$ cat src/sbiops_pkg.sv
// Package for the six-bit I/O port with peripheral pin steering.
// Assumes a 32-bit APB slave reaching byte registers in the low bits of aligned words.
package sbiops_pkg;

   // ==========================================================
   // Widths
   localparam int PORT_W = 6;
   localparam int ADDR_W = 8;
   localparam int DATA_W = 32;

   // ==========================================================
   // Register byte offsets
   localparam logic [7:0] PIN_LEVEL_OFS = 8'h00;
   localparam logic [7:0] PIN_DIR_OFS = 8'h04;
   localparam logic [7:0] OUT_LATCH_OFS = 8'h08;
   localparam logic [7:0] ANALOG_SEL_OFS = 8'h0c;
   localparam logic [7:0] PIN_STEER_OFS = 8'h10;
   localparam logic [7:0] PIN_MODIFY_OFS = 8'h14;

   // ==========================================================
   // Implemented bits, reset values
   localparam logic [5:0] DIR_MASK = 6'h37;
   localparam logic [5:0] DIR_FORCED = 6'h08;
   localparam logic [5:0] LATCH_MASK = 6'h37;
   localparam logic [5:0] ANALOG_MASK = 6'h17;
   localparam logic [7:0] STEER_MASK = 8'h3b;
   localparam logic [5:0] DIR_RESET = 6'h37;
   localparam logic [5:0] LATCH_RESET = 6'h00;
   localparam logic [5:0] ANALOG_RESET = 6'h17;
   localparam logic [7:0] STEER_RESET = 8'h00;

   // ==========================================================
   // Steering bit positions
   localparam int OSC_OUT_STEER_BIT = 0;
   localparam int LOGIC_CELL_STEER_BIT = 1;
   localparam int TIMER_GATE_STEER_BIT = 3;
   localparam int SLAVE_SELECT_STEER_BIT = 4;
   localparam int SERIAL_OUT_STEER_BIT = 5;

   // ==========================================================
   // Pin positions, and the bit where the modify value field starts in write data
   localparam int LINE_ONE = 1;
   localparam int LINE_TWO = 2;
   localparam int LINE_THREE = 3;
   localparam int LINE_FOUR = 4;
   localparam int LINE_FIVE = 5;
   localparam int MODIFY_VALUE_POS = 8;

endpackage

$ cat src/sbiops_top.sv
// Six-bit I/O port, port A, bidirectional except input-only line three, with peripheral pin steering.
// Assumes an APB master on I_CORE_CLK; pin inputs already synchronous to the clock.
//
// Our own choices: the address map and the APB interface to the registers.
`timescale 1ns/1ps
module sbiops_top (
   input wire logic I_CORE_CLK,
   input wire logic I_RST_N,
   // APB slave
   input wire logic I_PSEL,
   input wire logic I_PENABLE,
   input wire logic I_PWRITE,
   input wire logic [sbiops_pkg::ADDR_W-1:0] I_PADDR,
   input wire logic [sbiops_pkg::DATA_W-1:0] I_PWDATA,
   input wire logic [3:0] I_PSTRB,
   output logic [sbiops_pkg::DATA_W-1:0] O_PRDATA,
   output logic O_PREADY,
   output logic O_PSLVERR,
   // Port A pins
   input wire logic [sbiops_pkg::PORT_W-1:0] I_PA_IN,
   output logic [sbiops_pkg::PORT_W-1:0] O_PA_OUT,
   output logic [sbiops_pkg::PORT_W-1:0] O_PA_OE,
   // Port C lines reached by steering
   input wire logic [sbiops_pkg::PORT_W-1:0] I_PC_IN,
   output logic [sbiops_pkg::PORT_W-1:0] O_PC_OUT,
   output logic [sbiops_pkg::PORT_W-1:0] O_PC_OVR,
   // Peripheral outputs
   input wire logic I_SERIAL_OUT,
   input wire logic I_SERIAL_OUT_EN,
   input wire logic I_LOGIC_CELL_OUT,
   input wire logic I_LOGIC_CELL_EN,
   input wire logic I_OSC_OUT,
   input wire logic I_OSC_OUT_EN,
   // Peripheral inputs
   output logic O_SLAVE_SELECT_N,
   output logic O_TIMER_GATE
);
   import sbiops_pkg::*;

   // ==========================================================
   // Bus decode
   logic setup_ph;
   logic access_ph;
   logic addr_ok;
   logic wr_lvl;
   logic wr_dir;
   logic wr_lat;
   logic wr_ana;
   logic wr_steer;
   logic wr_mod;
   logic wr_byte;

   assign setup_ph = I_PSEL && !I_PENABLE;
   assign access_ph = I_PSEL && I_PENABLE;
   assign wr_byte = access_ph && I_PWRITE && I_PSTRB[0] && addr_ok;
   assign wr_lvl = wr_byte && (I_PADDR == PIN_LEVEL_OFS);
   assign wr_dir = wr_byte && (I_PADDR == PIN_DIR_OFS);
   assign wr_lat = wr_byte && (I_PADDR == OUT_LATCH_OFS);
   assign wr_ana = wr_byte && (I_PADDR == ANALOG_SEL_OFS);
   assign wr_steer = wr_byte && (I_PADDR == PIN_STEER_OFS);
   assign wr_mod = access_ph && I_PWRITE && (I_PADDR == PIN_MODIFY_OFS);

   always_comb begin
      case (I_PADDR)
         PIN_LEVEL_OFS, PIN_DIR_OFS, OUT_LATCH_OFS, ANALOG_SEL_OFS,
         PIN_STEER_OFS, PIN_MODIFY_OFS: addr_ok = 1'b1;
         default: addr_ok = 1'b0;
      endcase
   end

   // Zero wait states: every access phase completes at once
   assign O_PREADY = access_ph;
   assign O_PSLVERR = access_ph && !addr_ok;

   // ==========================================================
   // Configuration registers
   logic [PORT_W-1:0] dir;
   logic [PORT_W-1:0] latch;
   logic [PORT_W-1:0] ana;
   logic [7:0] steer;
   logic [PORT_W-1:0] next_dir;
   logic [PORT_W-1:0] next_latch;
   logic [PORT_W-1:0] next_ana;
   logic [7:0] next_steer;
   logic [PORT_W-1:0] pa_dig;
   logic [PORT_W-1:0] mod_mask;
   logic [PORT_W-1:0] mod_val;

   // Digital input buffer gated off by analog select
   assign pa_dig = I_PA_IN & ~ana;
   assign mod_mask = I_PWDATA[PORT_W-1:0];
   assign mod_val = I_PWDATA[MODIFY_VALUE_POS +: PORT_W];

   always_comb begin
      next_dir = dir;
      next_latch = latch;
      next_ana = ana;
      next_steer = steer;
      if (wr_dir) begin
         // Line three stays an input whatever is written
         next_dir = (I_PWDATA[PORT_W-1:0] & DIR_MASK) | DIR_FORCED;
      end
      if (wr_lvl || wr_lat) begin
         next_latch = I_PWDATA[PORT_W-1:0] & LATCH_MASK;
      end
      if (wr_mod) begin
         // Untouched bits come from the pins, so analog pins load zero
         next_latch = ((pa_dig & ~mod_mask) | (mod_val & mod_mask)) & LATCH_MASK;
      end
      if (wr_ana) begin
         next_ana = I_PWDATA[PORT_W-1:0] & ANALOG_MASK;
      end
      if (wr_steer) begin
         // Steering leaves direction alone
         next_steer = I_PWDATA[7:0] & STEER_MASK;
      end
   end

   always_ff @(posedge I_CORE_CLK or negedge I_RST_N) begin
      if (!I_RST_N) begin
         dir <= DIR_RESET | DIR_FORCED;
         latch <= LATCH_RESET;
         ana <= ANALOG_RESET;
         steer <= STEER_RESET;
      end else begin
         dir <= next_dir;
         latch <= next_latch;
         ana <= next_ana;
         steer <= next_steer;
      end
   end

   // ==========================================================
   // Read data, captured in the setup cycle
   logic [DATA_W-1:0] next_prdata;

   always_comb begin
      next_prdata = O_PRDATA;
      if (setup_ph && !I_PWRITE) begin
         case (I_PADDR)
            PIN_LEVEL_OFS: next_prdata = {26'h0, pa_dig};
            PIN_DIR_OFS: next_prdata = {26'h0, dir | DIR_FORCED};
            OUT_LATCH_OFS: next_prdata = {26'h0, latch};
            ANALOG_SEL_OFS: next_prdata = {26'h0, ana};
            PIN_STEER_OFS: next_prdata = {24'h0, steer};
            default: next_prdata = 32'h0;
         endcase
      end
   end

   always_ff @(posedge I_CORE_CLK or negedge I_RST_N) begin
      if (!I_RST_N) begin
         O_PRDATA <= 32'h0;
      end else begin
         O_PRDATA <= next_prdata;
      end
   end

   // ==========================================================
   // Pin steering and output priority
   logic osc_on_a4;
   logic osc_on_c1;
   logic sdo_on_a4;
   logic sdo_on_c2;
   logic clc_on_a2;
   logic clc_on_c5;
   logic [PORT_W-1:0] next_pa_out;
   logic [PORT_W-1:0] next_pa_oe;
   logic [PORT_W-1:0] next_pc_out;
   logic [PORT_W-1:0] next_pc_ovr;
   logic next_ss_n;
   logic next_tgate;

   assign osc_on_a4 = I_OSC_OUT_EN && steer[OSC_OUT_STEER_BIT];
   assign osc_on_c1 = I_OSC_OUT_EN && !steer[OSC_OUT_STEER_BIT];
   assign sdo_on_a4 = I_SERIAL_OUT_EN && steer[SERIAL_OUT_STEER_BIT];
   assign sdo_on_c2 = I_SERIAL_OUT_EN && !steer[SERIAL_OUT_STEER_BIT];
   assign clc_on_a2 = I_LOGIC_CELL_EN && !steer[LOGIC_CELL_STEER_BIT];
   assign clc_on_c5 = I_LOGIC_CELL_EN && steer[LOGIC_CELL_STEER_BIT];

   always_comb begin
      // Latch by default; direction alone sets the driver, analog ignored
      next_pa_out = latch;
      next_pa_oe = ~dir & DIR_MASK;
      // Oscillator outranks serial data on line four
      if (osc_on_a4) begin
         next_pa_out[LINE_FOUR] = I_OSC_OUT;
      end else if (sdo_on_a4) begin
         next_pa_out[LINE_FOUR] = I_SERIAL_OUT;
      end
      if (clc_on_a2) begin
         next_pa_out[LINE_TWO] = I_LOGIC_CELL_OUT;
      end
      // Port C overrides, for that port's own driver logic
      next_pc_out = '0;
      next_pc_ovr = '0;
      next_pc_out[LINE_ONE] = osc_on_c1 & I_OSC_OUT;
      next_pc_ovr[LINE_ONE] = osc_on_c1;
      next_pc_out[LINE_TWO] = sdo_on_c2 & I_SERIAL_OUT;
      next_pc_ovr[LINE_TWO] = sdo_on_c2;
      next_pc_out[LINE_FIVE] = clc_on_c5 & I_LOGIC_CELL_OUT;
      next_pc_ovr[LINE_FIVE] = clc_on_c5;
      // Inputs from the selected pin only
      if (steer[SLAVE_SELECT_STEER_BIT]) begin
         next_ss_n = pa_dig[LINE_THREE];
      end else begin
         next_ss_n = I_PC_IN[LINE_THREE];
      end
      if (steer[TIMER_GATE_STEER_BIT]) begin
         next_tgate = pa_dig[LINE_THREE];
      end else begin
         next_tgate = pa_dig[LINE_FOUR];
      end
   end

   // One register stage; pins settle the edge after the write
   always_ff @(posedge I_CORE_CLK or negedge I_RST_N) begin
      if (!I_RST_N) begin
         O_PA_OUT <= '0;
         O_PA_OE <= '0;
         O_PC_OUT <= '0;
         O_PC_OVR <= '0;
         O_SLAVE_SELECT_N <= 1'b1;
         O_TIMER_GATE <= 1'b0;
      end else begin
         O_PA_OUT <= next_pa_out;
         O_PA_OE <= next_pa_oe;
         O_PC_OUT <= next_pc_out;
         O_PC_OVR <= next_pc_ovr;
         O_SLAVE_SELECT_N <= next_ss_n;
         O_TIMER_GATE <= next_tgate;
      end
   end
endmodule
$ cat config.mk
export PLATFORM = sky130hd
export DESIGN_NAME = sbiops_top
export DESIGN_NICKNAME = d
export VERILOG_FILES = /design/src/sbiops_pkg.sv /design/src/sbiops_top.sv
export SDC_FILE = /design/constraint.sdc
export NUM_CORES = 1
export LEC_CHECK = 0
export ABC_CLOCK_PERIOD_IN_PS = 3000
export BUFFER_PORTS_ARGS = -buffer_cell sky130_fd_sc_hd__buf_2
export CORE_MARGIN = 1
export CORE_UTILIZATION = 40
export DETAILED_ROUTE_END_ITERATION = 8
export GPL_TIMING_DRIVEN = 0
export PLACE_DENSITY_LB_ADDON = 0.05
export SLEW_MARGIN = 20
export SYNTH_ARGS = -nofsm -noshare
export SYNTH_HDL_FRONTEND = slang
export SYNTH_SLANG_ARGS = --single-unit
$ cat constraint.sdc
create_clock -name I_CORE_CLK -period 3 [get_ports I_CORE_CLK]
set_clock_uncertainty 0.15 [all_clocks]
set_input_delay 0.45 -clock I_CORE_CLK [delete_from_list [all_inputs] [get_ports I_CORE_CLK]]
set_output_delay 0.45 -clock I_CORE_CLK [all_outputs]
set_load 0.05 [all_outputs]
==> run metrics <==
type of origin of the critical path input port; Hold Path Class in2async; ranking of synthesized cells by area dfrtp_1 36%, dfstp_2 11%, buf_4 11%; setup violators final 0; top cell type's share of synthesized area a little over a third; Hold WS 144 ps; routed vias 1736; DIE WIDTH 78.1 um; Post-CTS Setup Inserts 0; reg2reg start ana[0]; Ports 127; Sink Count 43; Int Power 892 uW; LEAKAGE between 0.001 and 0.0015 uW; Worst Setup SP I_PADDR[5]; Setup crit end kind primary output; MaxCap Viol Count 0; CP dominant cell by count buf_2; top_reg_cell synth dfrtp_1; Distinct cells, synth 43; CTS buffer count 5; Overall Power 1310 uW; Post-DP HPWL 3710 um; DR WL/cell 12.9 um; fmax 415 MHz; top cells by count, synth 34 x buf_4, 33 x dfrtp_1, 15 x mux2_2; DR iter-0 viols just under 100; H-tree levels 2; drt drc 0; FFs w/ async S/R, synth 100%; status finished, final reports clean; Synth area leader dfrtp_1; Multi-input gate area approximately 0.0010 mm^2; Post-Route Setup TNS 0 ps; Fin. Hold Viols 0; CTS tree done; grt ovf 0; Post-synth EDFFs 0; Cell Pwr Density 447 mW/mm^2; overall routed net length 4940 um; yosys warns 0; final cell utilization of the core between 50% and 60%; maximum VDD drop 184 uV; Avg Cell Area, Syn 11.1 um^2; Via density 4.53; clock slew at reported path FFs 90 ps; required time of the worst setup path around 2400 ps; Initial Util 41.8%; crit path max-delay cell type or4b_1; gr usage total 17.1%; clock latency on the worst-skew pair 290 ps; port buffer count a little over 60; clock share of power 31.3%; antenna violations before repair 0; # rows 27; global-route wire length before repair 7870 um; fin. max-slew vios 0; final worst-path cycle share 80.4%; Slew headroom 37.3%; Post-Syn Area 0.00231 mm^2; crit-path cells buf_2 > or4b_1 > buf_6 > o21ai_0 > a21boi_0 > buf_2; layout cell share with drive strength beyond 1 between 40% and 50%; diode count 0; post-route ant nets 0; RSZ-0062 raised after global routing false; Crit Path Max Fanout 8; dpl ws 634 ps; nets 377; Syn Inst Count 209; cell with the most instances after synthesis buf_4; Register Area 0.00109 mm^2; die height 78.1 um; area of the core between 0.005 and 0.006 mm^2; Seq cells post-synth 43; vias in the first global route about 1600; switch share about a third; post-route setup slack 589 ps; Clock Tree Buf Depth 2; post-route minimum period 2410 ps; Fill cells 540; Crit Path Class in2out; largest net degree at the start of global routing 44; sequential power share 46.3%; post-synthesis sequential area ratio 47.0%; # resized after CTS 0; TritonRoute pass-1 iters 4; Top delay family on crit path simple AND/OR/NAND/NOR gates; routability congestion estimate 0.818; DIE AREA 0.00609 mm^2; Worst Path Arrival 1810 ps; root buffer cell clkbuf_8; critical path's largest stage delay between 500 and 600 ps; Comb pwr share 22.4%; Worst-Margin Slew 940 ps; NetSw about 420 uW; critical path buffer and inverter count 3; Area growth syn-to-layout 26.9%; hold buffer count at CTS 0
logic make-up after synthesis:
logic type / share of synthesized area [%]
flops: 47.0
compound gates: 9.35
mux: 11.0
other cells: 0.162
simple gates: 17.6
buf+inv: 14.9
metal layers:
metal | vias up | GRT usage (%) | wire (um)
li1 | 870 | - | -
met1 | 795 | 22.8 | 2280
met2 | 69 | 27.5 | 2280
met3 | 2 | 4.07 | 352
met4 | 0 | 5.56 | 35
met5 | - | 0 | 0
sequential cells by signal, indices dropped and copies added, names as in the netlist:
signal	count
ana	4
steer	5
O_SLAVE_SELECT_N	1
O_PRDATA	6
O_TIMER_GATE	1
O_PA_OUT	5
O_PA_OE	5
dir	5
latch	5
O_PC_OUT	3
O_PC_OVR	3
per-stage QoR:
step           instances  cell area, um^2
2_1_floorplan        242             2440
3_3_place_gp         375             2830
3_5_place_dp         375             2830
4_1_cts              383             2940
5_1_grt              383             2940
6_report             383             2940
cell usage in the layout, fill, tap and decap left out, drive strengths merged, types with 8 or more instances in the layout:
cell type / instances
buf: 101
conb: 34
dfrtp: 33
mux2: 15
nor2: 12
nand2: 11
dfstp: 10
inv: 9
clkbuf: 9
a21oi: 8
final timing paths:
path / to / slack, ps / depth (start not counted)
worst max-delay path: O_PSLVERR / 590 / 6
worst max register to register: O_PRDATA[0] / 1370 / 4
max in group asynchronous: latch[0] / 1980 / 1
worst min-delay path: O_PC_OVR[2] / 140 / 1
worst min register to register: O_PA_OUT[0] / 270 / 0
min in group I_CORE_CLK: O_PC_OUT[1] / 220 / 2
power by group through the flow:
stage / registers, uW / clock network, uW / logic [uW]
floorplan: 663 / 0 / 181
global placement: 618 / 0 / 293
detailed placement: 618 / 0 / 294
CTS: 608 / 419 / 295
global route: 610 / 447 / 313
finish: 608 / 411 / 294
final cells by class:
type	count	share of cell area, %
clock inverter	1	0.256
timing repair buffer	61	10.4
buffer	42	10.6
clock buffer	7	3.28
inverter	9	1.15
multi-input combinational	148	34.2
sequential	43	37.1
tap	72	3.07
(Power assumes the default switching activity.)
